--- config.mk ---
export PLATFORM = sky130hd
export DESIGN_NAME = irq_prio_ctrl
export DESIGN_NICKNAME = d
export VERILOG_FILES = /design/src/design/irq_prio_pkg.sv /design/src/design/timer_if.sv /design/src/design/disable_timer.sv /design/src/design/irq_prio_ctrl.sv /design/src/design/prio_cell.sv
export SDC_FILE = /design/constraint.sdc
export NUM_CORES = 1
export LEC_CHECK = 0
export BUFFER_PORTS_ARGS = -buffer_cell sky130_fd_sc_hd__buf_4
export CELL_PAD_IN_SITES_DETAIL_PLACEMENT = 0
export CELL_PAD_IN_SITES_GLOBAL_PLACEMENT = 1
export CORE_UTILIZATION = 50
export CTS_BUF_LIST = sky130_fd_sc_hd__clkbuf_8
export DETAILED_ROUTE_END_ITERATION = 8
export PLACE_DENSITY_LB_ADDON = 0.15
export SLEW_MARGIN = 20
export SYNTH_ARGS = -nofsm -noshare
export SYNTH_HDL_FRONTEND = slang
export SYNTH_SLANG_ARGS = --single-unit
--- constraint.sdc ---
create_clock -name ref_clk -period 12 [get_ports ref_clk]
set_input_delay 1.8 -clock ref_clk [delete_from_list [all_inputs] [get_ports ref_clk]]
set_output_delay 1.8 -clock ref_clk [all_outputs]
set_load 0.01 [all_outputs]
--- src/design/irq_prio_pkg.sv ---
// constants, register map and types shared by the interrupt priority logic
// assumes a single 200 MHz clock and a plain strobe-style register port
`default_nettype none

package irq_prio_pkg;

  // ----------------------------------------------------------------
  // sizes
  // ----------------------------------------------------------------
  localparam int unsigned NUM_SRC = 3;
  localparam int unsigned NUM_TRAP = 4;
  localparam int unsigned ADDR_W = 3;
  localparam int unsigned DATA_W = 16;
  localparam int unsigned LVL_W = 4;
  localparam int unsigned PRIO_W = 3;
  localparam int unsigned VEC_W = 7;
  localparam int unsigned STACK_DEPTH = 8;
  localparam int unsigned CNT_W = 8;

  // ----------------------------------------------------------------
  // register offsets
  // ----------------------------------------------------------------
  localparam logic [ADDR_W-1:0] OFF_CTRL_FIRST = 3'h0;
  localparam logic [ADDR_W-1:0] OFF_FLAGS = 3'h1;
  localparam logic [ADDR_W-1:0] OFF_ENABLE = 3'h2;
  localparam logic [ADDR_W-1:0] OFF_PRIO_UART_FAULT = 3'h3;
  localparam logic [ADDR_W-1:0] OFF_PRIO_TOUCH = 3'h4;
  localparam logic [ADDR_W-1:0] OFF_PENDING = 3'h5;
  localparam logic [ADDR_W-1:0] OFF_CPU_LEVEL = 3'h6;

  // ----------------------------------------------------------------
  // field positions
  // ----------------------------------------------------------------
  localparam int unsigned NEST_DIS_BIT = 15;
  localparam int unsigned TRAP_LSB = 0;
  localparam int unsigned PRIO_UART_LSB = 4;
  localparam int unsigned PRIO_FAULT_LSB = 0;
  localparam int unsigned PRIO_TOUCH_LSB = 4;
  localparam int unsigned PEND_LEVEL_LSB = 8;
  localparam int unsigned PEND_VEC_LSB = 0;

  // ----------------------------------------------------------------
  // reset values and level codes
  // ----------------------------------------------------------------
  localparam logic [PRIO_W-1:0] PRIO_RESET = 3'h4;
  localparam logic [PRIO_W-1:0] PRIO_OFF = 3'h0;
  localparam logic [LVL_W-1:0] USER_TOP = 4'h7;
  localparam logic [LVL_W-1:0] LOCKOUT_TOP = 4'h6;
  localparam logic [LVL_W-1:0] CPU_LEVEL_RESET = 4'h0;
  localparam logic [LVL_W-1:0] DEPTH_FULL = 4'h8;

  // vector numbers and trap levels: values arbitrary
  localparam logic [VEC_W-1:0] SRC_VEC [NUM_SRC] = '{7'h2a, 7'h2b, 7'h2c};
  localparam logic [VEC_W-1:0] TRAP_VEC [NUM_TRAP] = '{7'h01, 7'h02, 7'h03, 7'h04};
  localparam logic [LVL_W-1:0] TRAP_LEVEL [NUM_TRAP] = '{4'hf, 4'hd, 4'hb, 4'h8};

  // ----------------------------------------------------------------
  // timed disable period
  // ----------------------------------------------------------------
  localparam int unsigned CLK_PERIOD_NS = 5;
  localparam int unsigned DISABLE_TIME_NS = 100;
  localparam logic [CNT_W-1:0] DISABLE_CYCLES =
    CNT_W'((DISABLE_TIME_NS + CLK_PERIOD_NS - 1) / CLK_PERIOD_NS);

  typedef enum logic [1:0] {
    TMR_IDLE = 2'b01,
    TMR_RUN = 2'b10
  } tmr_state_t;

endpackage

`default_nettype wire

--- src/design/timer_if.sv ---
// handshake between the controller and the timed-disable counter
// assumes both ends run on the same clock
`default_nettype none

interface timer_if;
  logic start;
  logic busy;
  modport ctrl (output start, input busy);
  modport timer (input start, output busy);
endinterface

`default_nettype wire
--- src/design/disable_timer.sv ---
// fixed-length lockout counter started by the timed disable instruction
// assumes start is a one-cycle pulse from the same clock domain
`default_nettype none

module disable_timer (
  input wire logic ref_clk,
  input wire logic rstn,
  timer_if.timer tif
);

  typedef struct packed {
    irq_prio_pkg::tmr_state_t state;
    logic [irq_prio_pkg::CNT_W-1:0] count;
  } tmr_t;

  tmr_t st_reg;
  tmr_t st_next;

  // a second start while running restarts the full period
  always_comb
  begin
    st_next = st_reg;
    case (st_reg.state)
      irq_prio_pkg::TMR_IDLE:
      begin
        if (tif.start)
        begin
          st_next.state = irq_prio_pkg::TMR_RUN;
          st_next.count = irq_prio_pkg::DISABLE_CYCLES - 8'h01;
        end
      end
      irq_prio_pkg::TMR_RUN:
      begin
        if (tif.start)
          st_next.count = irq_prio_pkg::DISABLE_CYCLES - 8'h01;
        else if (st_reg.count == 8'h00)
          st_next.state = irq_prio_pkg::TMR_IDLE;
        else
          st_next.count = st_reg.count - 8'h01;
      end
      default:
      begin
        st_next.state = irq_prio_pkg::TMR_IDLE;
        st_next.count = 8'h00;
      end
    endcase
  end

  always_ff @(posedge ref_clk or negedge rstn)
  begin
    if (!rstn)
    begin
      st_reg.state <= irq_prio_pkg::TMR_IDLE;
      st_reg.count <= 8'h00;
    end
    else
      st_reg <= st_next;
  end

  assign tif.busy = (st_reg.state == irq_prio_pkg::TMR_RUN);
endmodule

`default_nettype wire

--- src/design/irq_prio_ctrl.sv ---
// priority interrupt controller: flags, enables, priorities, trap arbitration,
// nesting stack of cpu levels and pending status
// assumes sources and core are logic on ref_clk; register port is strobe style
`default_nettype none

// Operation
// - priority code 001 gives level 1 up to 111 giving level 7.
// - a priority field of 000 disables the source's request; irq still counts its flag.
// - every user priority field resets to level 4.
// - nesting disable bit 15 stops a user request preempting a running handler.
// - a source requests only while its enable bit is set.
// - flags stay set until software clears; uncleared flag re-enters after return.
// - return restores the saved cpu level from the stack.
// - trap handler must clear its trap flag or it is re-entered.
// - cpu level 7 masks all user requests; restoring it unmasks them.
// - traps at levels 8 to 15 cannot be masked by a user cpu level (0 to 7).
// - timed disable blocks levels 1 to 6 for a fixed period.
// - timed disable never blocks level 7 sources.
module irq_prio_ctrl (
  input wire logic ref_clk,
  input wire logic rstn,
  input wire logic [irq_prio_pkg::ADDR_W-1:0] addr,
  input wire logic [irq_prio_pkg::DATA_W-1:0] wdata,
  input wire logic wr_en,
  input wire logic rd_en,
  output logic [irq_prio_pkg::DATA_W-1:0] rdata,
  input wire logic [irq_prio_pkg::NUM_SRC-1:0] src_event,
  input wire logic [irq_prio_pkg::NUM_TRAP-1:0] trap_event,
  input wire logic take_ack,
  input wire logic return_from_handler,
  input wire logic timed_disable_instruction,
  output logic service_req,
  output logic [irq_prio_pkg::VEC_W-1:0] pending_vector_number,
  output logic [irq_prio_pkg::LVL_W-1:0] new_cpu_level,
  output logic [irq_prio_pkg::LVL_W-1:0] cpu_level,
  output logic lockout_active,
  output logic irq
);

  // ----------------------------------------------------------------
  // state
  // ----------------------------------------------------------------
  typedef struct packed {
    logic nesting_disable;
    logic [irq_prio_pkg::NUM_TRAP-1:0] trap_flags;
    logic [irq_prio_pkg::NUM_SRC-1:0] flags;
    logic [irq_prio_pkg::NUM_SRC-1:0] enables;
    logic [irq_prio_pkg::NUM_SRC-1:0][irq_prio_pkg::PRIO_W-1:0] prio;
    logic [irq_prio_pkg::LVL_W-1:0] cpu_level;
    logic [irq_prio_pkg::LVL_W-1:0] depth;
    logic [irq_prio_pkg::STACK_DEPTH-1:0][irq_prio_pkg::LVL_W-1:0] stack;
    logic pend_valid;
    logic [irq_prio_pkg::LVL_W-1:0] pend_level;
    logic [irq_prio_pkg::VEC_W-1:0] pend_vec;
    logic [irq_prio_pkg::DATA_W-1:0] rdata;
  } ctrl_t;

  ctrl_t st_reg;
  ctrl_t st_next;

  logic [irq_prio_pkg::NUM_SRC-1:0] src_req;
  logic [irq_prio_pkg::NUM_SRC-1:0][irq_prio_pkg::LVL_W-1:0] src_level;
  logic nest_block;
  logic found;
  logic [irq_prio_pkg::LVL_W-1:0] best_lvl;
  logic [irq_prio_pkg::VEC_W-1:0] best_vec;
  logic take_now;
  logic pop_now;

  timer_if tmr ();

  // ----------------------------------------------------------------
  // lockout timer and per-source qualification
  // ----------------------------------------------------------------
  assign tmr.start = timed_disable_instruction;

  disable_timer u_timer (
    .ref_clk(ref_clk),
    .rstn(rstn),
    .tif(tmr)
  );

  // nesting disable only holds back user sources, traps still preempt
  assign nest_block = st_reg.nesting_disable && (st_reg.depth != 4'h0);

  genvar g;
  generate
    for (g = 0; g < irq_prio_pkg::NUM_SRC; g++)
    begin : g_cell
      prio_cell u_cell (
        .flag(st_reg.flags[g]),
        .enable(st_reg.enables[g]),
        .prio(st_reg.prio[g]),
        .cpu_level(st_reg.cpu_level),
        .nest_block(nest_block),
        .lockout(tmr.busy),
        .req(src_req[g]),
        .level(src_level[g])
      );
    end
  endgenerate

  // ----------------------------------------------------------------
  // arbitration
  // ----------------------------------------------------------------
  // strict compare in index order: equal levels go to the lower index
  always_comb
  begin
    best_lvl = 4'h0;
    best_vec = 7'h00;
    for (int i = 0; i < irq_prio_pkg::NUM_TRAP; i++)
    begin
      if (st_reg.trap_flags[i] && (irq_prio_pkg::TRAP_LEVEL[i] > st_reg.cpu_level)
          && (irq_prio_pkg::TRAP_LEVEL[i] > best_lvl))
      begin
        best_lvl = irq_prio_pkg::TRAP_LEVEL[i];
        best_vec = irq_prio_pkg::TRAP_VEC[i];
      end
    end
    for (int i = 0; i < irq_prio_pkg::NUM_SRC; i++)
    begin
      if (src_req[i] && (src_level[i] > best_lvl))
      begin
        best_lvl = src_level[i];
        best_vec = irq_prio_pkg::SRC_VEC[i];
      end
    end
    found = (best_lvl != 4'h0);
  end

  // return has precedence; a take in the same cycle is ignored
  assign pop_now = return_from_handler && (st_reg.depth != 4'h0);
  assign take_now = take_ack && st_reg.pend_valid && !pop_now;

  // ----------------------------------------------------------------
  // next state
  // ----------------------------------------------------------------
  always_comb
  begin
    logic [irq_prio_pkg::NUM_SRC-1:0] src_clr;
    logic [irq_prio_pkg::NUM_TRAP-1:0] trap_clr;
    src_clr = '0;
    trap_clr = '0;
    st_next = st_reg;

    if (wr_en)
    begin
      case (addr)
        irq_prio_pkg::OFF_CTRL_FIRST:
        begin
          st_next.nesting_disable = wdata[irq_prio_pkg::NEST_DIS_BIT];
          trap_clr = wdata[irq_prio_pkg::TRAP_LSB +: irq_prio_pkg::NUM_TRAP];
        end
        irq_prio_pkg::OFF_FLAGS:
          src_clr = wdata[irq_prio_pkg::NUM_SRC-1:0];
        irq_prio_pkg::OFF_ENABLE:
          st_next.enables = wdata[irq_prio_pkg::NUM_SRC-1:0];
        irq_prio_pkg::OFF_PRIO_UART_FAULT:
        begin
          st_next.prio[0] = wdata[irq_prio_pkg::PRIO_UART_LSB +: irq_prio_pkg::PRIO_W];
          st_next.prio[1] = wdata[irq_prio_pkg::PRIO_FAULT_LSB +: irq_prio_pkg::PRIO_W];
        end
        irq_prio_pkg::OFF_PRIO_TOUCH:
          st_next.prio[2] = wdata[irq_prio_pkg::PRIO_TOUCH_LSB +: irq_prio_pkg::PRIO_W];
        irq_prio_pkg::OFF_CPU_LEVEL:
        begin
          // software sets user levels only; a trap level is left alone
          if (st_reg.cpu_level <= irq_prio_pkg::USER_TOP)
            st_next.cpu_level = {1'b0, wdata[irq_prio_pkg::PRIO_W-1:0]};
        end
        default:
        begin
        end
      endcase
    end

    // a new event beats a clear in the same cycle
    st_next.flags = (st_reg.flags & ~src_clr) | src_event;
    st_next.trap_flags = (st_reg.trap_flags & ~trap_clr) | trap_event;

    if (pop_now)
    begin
      st_next.cpu_level = st_reg.stack[3'(st_reg.depth - 4'h1)];
      st_next.depth = st_reg.depth - 4'h1;
    end
    else if (take_now)
    begin
      // a full stack skips the new save and keeps depth at eight; nesting past eight is unsupported
      if (st_reg.depth < irq_prio_pkg::DEPTH_FULL)
      begin
        st_next.stack[3'(st_reg.depth)] = st_reg.cpu_level;
        st_next.depth = st_reg.depth + 4'h1;
      end
      st_next.cpu_level = st_reg.pend_level;
    end

    // drop the pending view for a cycle whenever a take or a return moves the cpu level
    st_next.pend_valid = found && !take_now && !pop_now;
    st_next.pend_level = best_lvl;
    st_next.pend_vec = best_vec;

    st_next.rdata = '0;
    if (rd_en)
    begin
      case (addr)
        irq_prio_pkg::OFF_CTRL_FIRST:
        begin
          st_next.rdata[irq_prio_pkg::NEST_DIS_BIT] = st_reg.nesting_disable;
          st_next.rdata[irq_prio_pkg::TRAP_LSB +: irq_prio_pkg::NUM_TRAP] = st_reg.trap_flags;
        end
        irq_prio_pkg::OFF_FLAGS:
          st_next.rdata[irq_prio_pkg::NUM_SRC-1:0] = st_reg.flags;
        irq_prio_pkg::OFF_ENABLE:
          st_next.rdata[irq_prio_pkg::NUM_SRC-1:0] = st_reg.enables;
        irq_prio_pkg::OFF_PRIO_UART_FAULT:
        begin
          st_next.rdata[irq_prio_pkg::PRIO_UART_LSB +: irq_prio_pkg::PRIO_W] = st_reg.prio[0];
          st_next.rdata[irq_prio_pkg::PRIO_FAULT_LSB +: irq_prio_pkg::PRIO_W] = st_reg.prio[1];
        end
        irq_prio_pkg::OFF_PRIO_TOUCH:
          st_next.rdata[irq_prio_pkg::PRIO_TOUCH_LSB +: irq_prio_pkg::PRIO_W] = st_reg.prio[2];
        irq_prio_pkg::OFF_PENDING:
        begin
          st_next.rdata[irq_prio_pkg::PEND_LEVEL_LSB +: irq_prio_pkg::LVL_W] = st_reg.pend_level;
          st_next.rdata[irq_prio_pkg::PEND_VEC_LSB +: irq_prio_pkg::VEC_W] = st_reg.pend_vec;
        end
        irq_prio_pkg::OFF_CPU_LEVEL:
          st_next.rdata[irq_prio_pkg::LVL_W-1:0] = st_reg.cpu_level;
        default:
          st_next.rdata = '0;
      endcase
    end
  end

  // ----------------------------------------------------------------
  // registers
  // ----------------------------------------------------------------
  always_ff @(posedge ref_clk or negedge rstn)
  begin
    if (!rstn)
    begin
      st_reg <= '0;
      st_reg.prio <= {irq_prio_pkg::NUM_SRC{irq_prio_pkg::PRIO_RESET}};
      st_reg.cpu_level <= irq_prio_pkg::CPU_LEVEL_RESET;
    end
    else
      st_reg <= st_next;
  end

  // ----------------------------------------------------------------
  // outputs
  // ----------------------------------------------------------------
  assign rdata = st_reg.rdata;
  assign service_req = st_reg.pend_valid;
  assign pending_vector_number = st_reg.pend_vec;
  assign new_cpu_level = st_reg.pend_level;
  assign cpu_level = st_reg.cpu_level;
  assign lockout_active = tmr.busy;
  assign irq = |(st_reg.flags & st_reg.enables);

  // top of the level stack, what a return has to bring back
  logic [irq_prio_pkg::LVL_W-1:0] top_saved;
  assign top_saved = st_reg.stack[3'(st_reg.depth - 4'h1)];
endmodule

`default_nettype wire

--- src/design/prio_cell.sv ---
// one user source: qualifies its request against the cpu level and masks
// assumes all inputs come from registers on the same clock
`default_nettype none

module prio_cell (
  input wire logic flag,
  input wire logic enable,
  input wire logic [irq_prio_pkg::PRIO_W-1:0] prio,
  input wire logic [irq_prio_pkg::LVL_W-1:0] cpu_level,
  input wire logic nest_block,
  input wire logic lockout,
  output logic req,
  output logic [irq_prio_pkg::LVL_W-1:0] level
);

  always_comb
  begin
    level = {1'b0, prio};
    req = flag && enable
      && (prio != irq_prio_pkg::PRIO_OFF)
      && (level > cpu_level)
      && !nest_block
      && !(lockout && (level <= irq_prio_pkg::LOCKOUT_TOP));
  end

endmodule

`default_nettype wire

==> metrics, run 1 <==
Initial Util=0.512; Site Rows=37; crit path kind=flip-flop to flip-flop; CTS buffer count=9; drt drc=0; Synth Area in Compound Gates=0.135; clock latency on the worst-skew pair=about 0.37 ns; ys async rst share=1.00; slew at the pin with the worst max-slew slack=between 0.8 and 0.9 ns; commonest non-fill, non-tap cell in the layout=dfrtp_1; Die ar.=between 10000 and 15000 um^2; area delta synth->final=9.52%; xor and xnor area share after synthesis=0.0134; clock sinks=91; critical path capture point type=flip-flop; Core ar.=10200 um^2; mapped cell area=5240 um^2; hold crit path type=flip-flop to flip-flop; count of pins over their slew limit=0; gpl congestion=approximately 0.8; Final Hold Viols=0; syn avg cell area=between 10 and 15 um^2; required time of the critical path=12.24 ns; # hold bufs at CTS=0; fin crit share=0.464; status=completed; Die Ht=about 100 um; setup_tns=0 ns; vias per cell=roughly 5.7; largest family of logic cells by synthesized area=simple AND/OR/NAND/NOR gates; crit path time final=around 5.6 ns; dpl ws=approximately 6.5 ns; starting DRC count in detailed routing=between 100 and 150; leading cell types in the layout, fill and taps excluded=87 x dfrtp_1, 54 x buf_4, 52 x nand2_1; Worst-path clk slew=0.08 ns; Post-synth EDFFs=0; die width=approximately 100 um; leakage=roughly 2.7 nW; root buf cell=clkbuf_8; Worst Setup Start Kind=flip-flop; Total GRT Usage=0.238; ANT cells=0; CTS tree=yes; largest net degree at the start of global routing=67; Tot Pwr=1.10 mW; Setup WS post-layout=6.43 ns; footprint of the multi-input gates=approximately 2600 um^2; Syn Inst Count=between 500 and 600; Bufs on Longest Clock Path=2; Synth Area in Adders=0.0597; Wirelength per Cell=roughly 18 um; depth of the CTS H-tree=3; final WL=~12000 um; Slew HR=0.459; post-DP HPWL=between 8000 and 9000 um; CP Max Fanout=15; final clock skew=~0.0065 ns; Port-buffer cells=between 50 and 60; endpoints failing setup=0; RSZ-0062 raised after global routing=false; FF+latch area=about 2300 um^2; P per Cell Area=around 190 nW/um^2; postcts setup bufs=0; Netlist cell types=62; GR Overflow Total=0; Synth Warn #=0; post-synthesis mux area share=0.137; Yosys reg bits=91; maximum clock rate=0.180 GHz; Main synth FF type=dfrtp_1; Post-CTS Resized=0; DR pass1 iterations=4; # Max-Cap Violations=0; filler cell count=between 900 and 1000; fraction of the mapped netlist area in simple logic gates=0.146; initial antenna violation count=0; via count=~3800; first-pass GRT wire length=approximately 20000 um; vias in the first global route=approximately 3700; Worst EP arrival=5.81 ns; share of layout cells above drive strength 1=0.236; # nets final=588; VDD IR-drop max=approximately 0.12 mV; Top Ports=67; post-synthesis sequential area ratio=0.435; Post-DRT Antenna Nets=0
[metal layers]
layer,GRT usage,up-vias,wire (um)
met2,0.365,88,5630
met1,0.335,1890,5690
met4,0.0653,0,108
met5,0,-,0
met3,0.0583,8,632
li1,-,1820,-
[worst paths after layout]
path / startpoint / endpoint / slack (ns) / depth (start not counted)
max reg2reg: cpu_level[2] / service_req / 6.43 / 23
min in group asynchronous: rstn / asynchronous set/reset pin / 1.32 / 1
min reg2reg: flip-flop / flip-flop / 0.49 / 2
max in group asynchronous: rstn / pending_vector_number[0] / 9.55 / 2
max: cpu_level[2] / service_req / 6.43 / 23
min: flip-flop / flip-flop / 0.49 / 2
[stage by stage]
stage | hold WS (ns) | util | cell area, um^2 | instances
final | 0.488 | 0.561 | 5740 | 670
after global routing | 0.522 | 0.561 | 5740 | 670
after CTS | 0.496 | 0.561 | 5740 | 670
after detailed placement | 0.476 | 0.542 | 5540 | 655
after global placement | 0.461 | 0.542 | 5540 | 655
after floorplan | 0.445 | - | 5260 | 511
[worst max-delay path, cell delays in order (launching register included)]
cell and delay (ns):
dfrtp_1 0.61, a41oi_1 0.52, nand2_1 0.21, and2_2 0.25
inv_1 0.10, ha_1 0.16, nor2b_1 0.04, o21a_1 0.16
o2111a_1 0.28, a41oi_1 0.28, ha_1 0.30, nor2b_1 0.13
o21a_1 0.16, o22a_1 0.23, and3_1 0.18, o2bb2ai_1 0.20
inv_1 0.08, ha_1 0.29, a32oi_1 0.19, o211a_1 0.20
o2111ai_2 0.25, o21a_1 0.19, a22oi_1 0.26, a31oi_1 0.14
[cells by family (layout without fill, tap and decap cells)]
kind of cell | after synthesis | in the layout
buffers and inverters | 69 | 92
muxes | 55 | 55
xor gates and xnor gates | 8 | 8
adders and majority gates | 25 | 25
other | 1 | 6
and+or+nand+nor | 153 | 153
AOI/OAI and AO/OA | 104 | 104
DFF | 91 | 91
[Yosys cell counts (all sizes together), types with 4 or more instances]
| library cell | n | share of area |
|---|---|---|
| dfstp | 4 | 0.020 |
| clkbuf | 13 | 0.0093 |
| o21a | 8 | 0.011 |
| a21o | 11 | 0.016 |
| nor2 | 23 | 0.016 |
| nor3 | 5 | 0.0048 |
| o21ai | 32 | 0.031 |
| buf | 33 | 0.047 |
| a21oi | 17 | 0.018 |
| nand2 | 52 | 0.037 |
| inv | 23 | 0.016 |
| nor2b | 15 | 0.018 |
| nand3 | 20 | 0.019 |
| nand2b | 7 | 0.0084 |
| and2 | 7 | 0.0086 |
| dfrtp | 87 | 0.42 |
| a22oi | 4 | 0.0067 |
| xor2 | 5 | 0.0084 |
| and3 | 6 | 0.0081 |
| ha | 25 | 0.060 |
| mux4 | 9 | 0.039 |
| mux2i | 7 | 0.013 |
| mux2 | 39 | 0.084 |
[cell type report]
cell class | instances | area share
multi-input combinational | 351 | 0.452
sequential | 91 | 0.397
timing repair buffer | 54 | 0.0706
tap | 136 | 0.0296
clock buffer | 11 | 0.0264
inverter | 23 | 0.0150
clock inverter | 4 | 0.00872
[where the power goes]
part           total, mW  internal, mW  switching (mW)
Clock              0.214         0.107           0.107
Combinational      0.401         0.195           0.207
Sequential         0.482         0.384          0.0979
No activity file was read; power rests on OpenSTA's default activity.
==> run 2: changes to the inputs <==
CORE_UTILIZATION = 43   (was 50)
clock period = 5.1 ns   (was 12 ns; I/O delays follow)
==> run 2 against run 1 <==
Cell area increased by 7.6%. Utilization decreased by 3.2 points. Global-route usage shrank 1.7 points. Register-to-register slack worse by 6.2 ns. Clock skew is 0.0025 ns higher. First-iteration DRC count up 82%. Fmax grew 14%. Largest cell class unchanged. Wire length rose by 7.8%. Sequential cell count unchanged. Clock power rose to 2.6 times the previous value. Highest routed layer unchanged. Die area is 16% higher. Worst hold slack lost 0.14 ns.
==> metrics, run 2 (synthesized netlist as in run 1, its figures left out) <==
status=completed; CTS tree=yes; cell area after layout=approximately 6200 um^2; hold crit path type=input port to asynchronous set/reset pin; DR pass1 iterations=6; Setup WS post-layout=approximately 0.23 ns; Total GRT Usage=0.221; depth of the CTS H-tree=3; share of layout cells above drive strength 1=0.325; gpl congestion=0.852; Port-buffer cells=52; final WL=roughly 13000 um; slew at the pin with the worst max-slew slack=0.724 ns; Post-DRT Antenna Nets=0; area delta synth->final=17.8%; Worst EP arrival=5.14 ns; Core ar.=11700 um^2; placed cell count=between 600 and 700; post-DP HPWL=around 9700 um; initial antenna violation count=0; endpoints failing setup=0; drt drc=0; Top Ports=67; fin crit share=0.956; hold slack=between 0.3 and 0.4 ns; Die ar.=12600 um^2; first-pass GRT wire length=between 20000 and 25000 um; Placed Area=5770 um^2; Worst-path clk slew=approximately 0.09 ns; Worst Setup Start Kind=flip-flop; Bufs on Longest Clock Path=2; Tot Pwr=between 2 and 3 mW; ANT cells=0; Site Rows=39; footprint of the multi-input gates=2710 um^2; starting DRC count in detailed routing=roughly 220; # nets final=roughly 630; required time of the critical path=about 5.4 ns; CTS buffer count=9; maximum clock rate=around 0.21 GHz; leading cell types in the layout, fill and taps excluded=89 x buf_4, 85 x dfrtp_1, 51 x nand2_1; crit path kind=flip-flop to flip-flop; die width=112 um; GR Overflow Total=0; Final Hold Viols=0; Initial Util=0.450; Slew HR=0.516; filler cell count=1068; Die Ht=~110 um; Wirelength per Cell=between 15 and 20 um; vias in the first global route=between 3000 and 4000; clock latency on the worst-skew pair=about 0.38 ns; dpl ws=-0.0647 ns; final clock skew=between 0.008 and 0.009 ns; VDD IR-drop max=roughly 0.23 mV; CP Max Fanout=11; vias per cell=5.50; P per Cell Area=~440 nW/um^2; FF+latch area=2280 um^2; crit path time final=4.87 ns; clock sinks=91; largest net degree at the start of global routing=53; Cell Count, Final, Fillers Out=around 720; via count=between 3000 and 4000; post-layout util=0.530; leakage=approximately 2.9 nW; setup_tns=0 ns; root buf cell=clkbuf_8; commonest non-fill, non-tap cell in the layout=buf_4; critical path capture point type=flip-flop; count of pins over their slew limit=0; # Max-Cap Violations=0
[run 2: final timing paths]
| kind | from | endpoint | slack [ns] | depth (start not counted) |
|---|---|---|---|---|
| worst max-delay path | cpu_level[2] | new_cpu_level[0] | 0.23 | 23 |
| worst min-delay path | rstn | asynchronous set/reset pin | 0.35 | 1 |
| worst max register to register | cpu_level[2] | new_cpu_level[0] | 0.23 | 23 |
| worst min register to register | flip-flop | flip-flop | 0.48 | 2 |
| max in group asynchronous | rstn | cpu_level[3] | 3.67 | 2 |
| min in group ref_clk | flip-flop | flip-flop | 0.48 | 2 |
[run 2: what timing repair did]
action                     4_1_cts  5_1_grt
hold endpoints to repair         0        0
gates resized for setup          2       28
hold buffers                     0        0
setup endpoints to repair        1        8
buffers inserted                 0        8
pin swaps                        0       12
[run 2: critical path: stages (launching register included)]
cell	delay, ns
dfrtp_2	0.46
buf_8	0.17
a41oi_4	0.24
nand2_2	0.08
and2_2	0.19
inv_2	0.07
ha_1	0.15
nor2b_2	0.04
o21a_1	0.17
o2111a_2	0.27
a41oi_2	0.26
ha_1	0.28
nor2b_1	0.14
o21a_1	0.16
o22a_1	0.25
and3_4	0.21
a22oi_2	0.14
a21o_1	0.15
ha_1	0.23
a32oi_1	0.18
o211a_1	0.21
o2111ai_4	0.17
buf_4	0.20
mux2_4	0.31
[run 2: per-layer routing]
layer	up-vias	part of all wire	global-route usage
met5	-	0	0
met2	88	0.46	0.345
met4	0	0.013	0.0578
li1	1888	-	-
met3	11	0.047	0.0529
met1	1949	0.48	0.308
[run 2: layout make-up]
cell class | count | area share
Tap cell | 143 | 0.0290
Clock inverter | 6 | 0.0142
Sequential cell | 91 | 0.370
Timing Repair Buffer | 91 | 0.112
Inverter | 23 | 0.0140
Multi-Input combinational cell | 351 | 0.438
Clock buffer | 10 | 0.0223
[run 2: report_power, final]
part	internal, mW	switching (mW)
sequential	0.907	0.165
clock	0.289	0.261
combinational	0.540	0.585
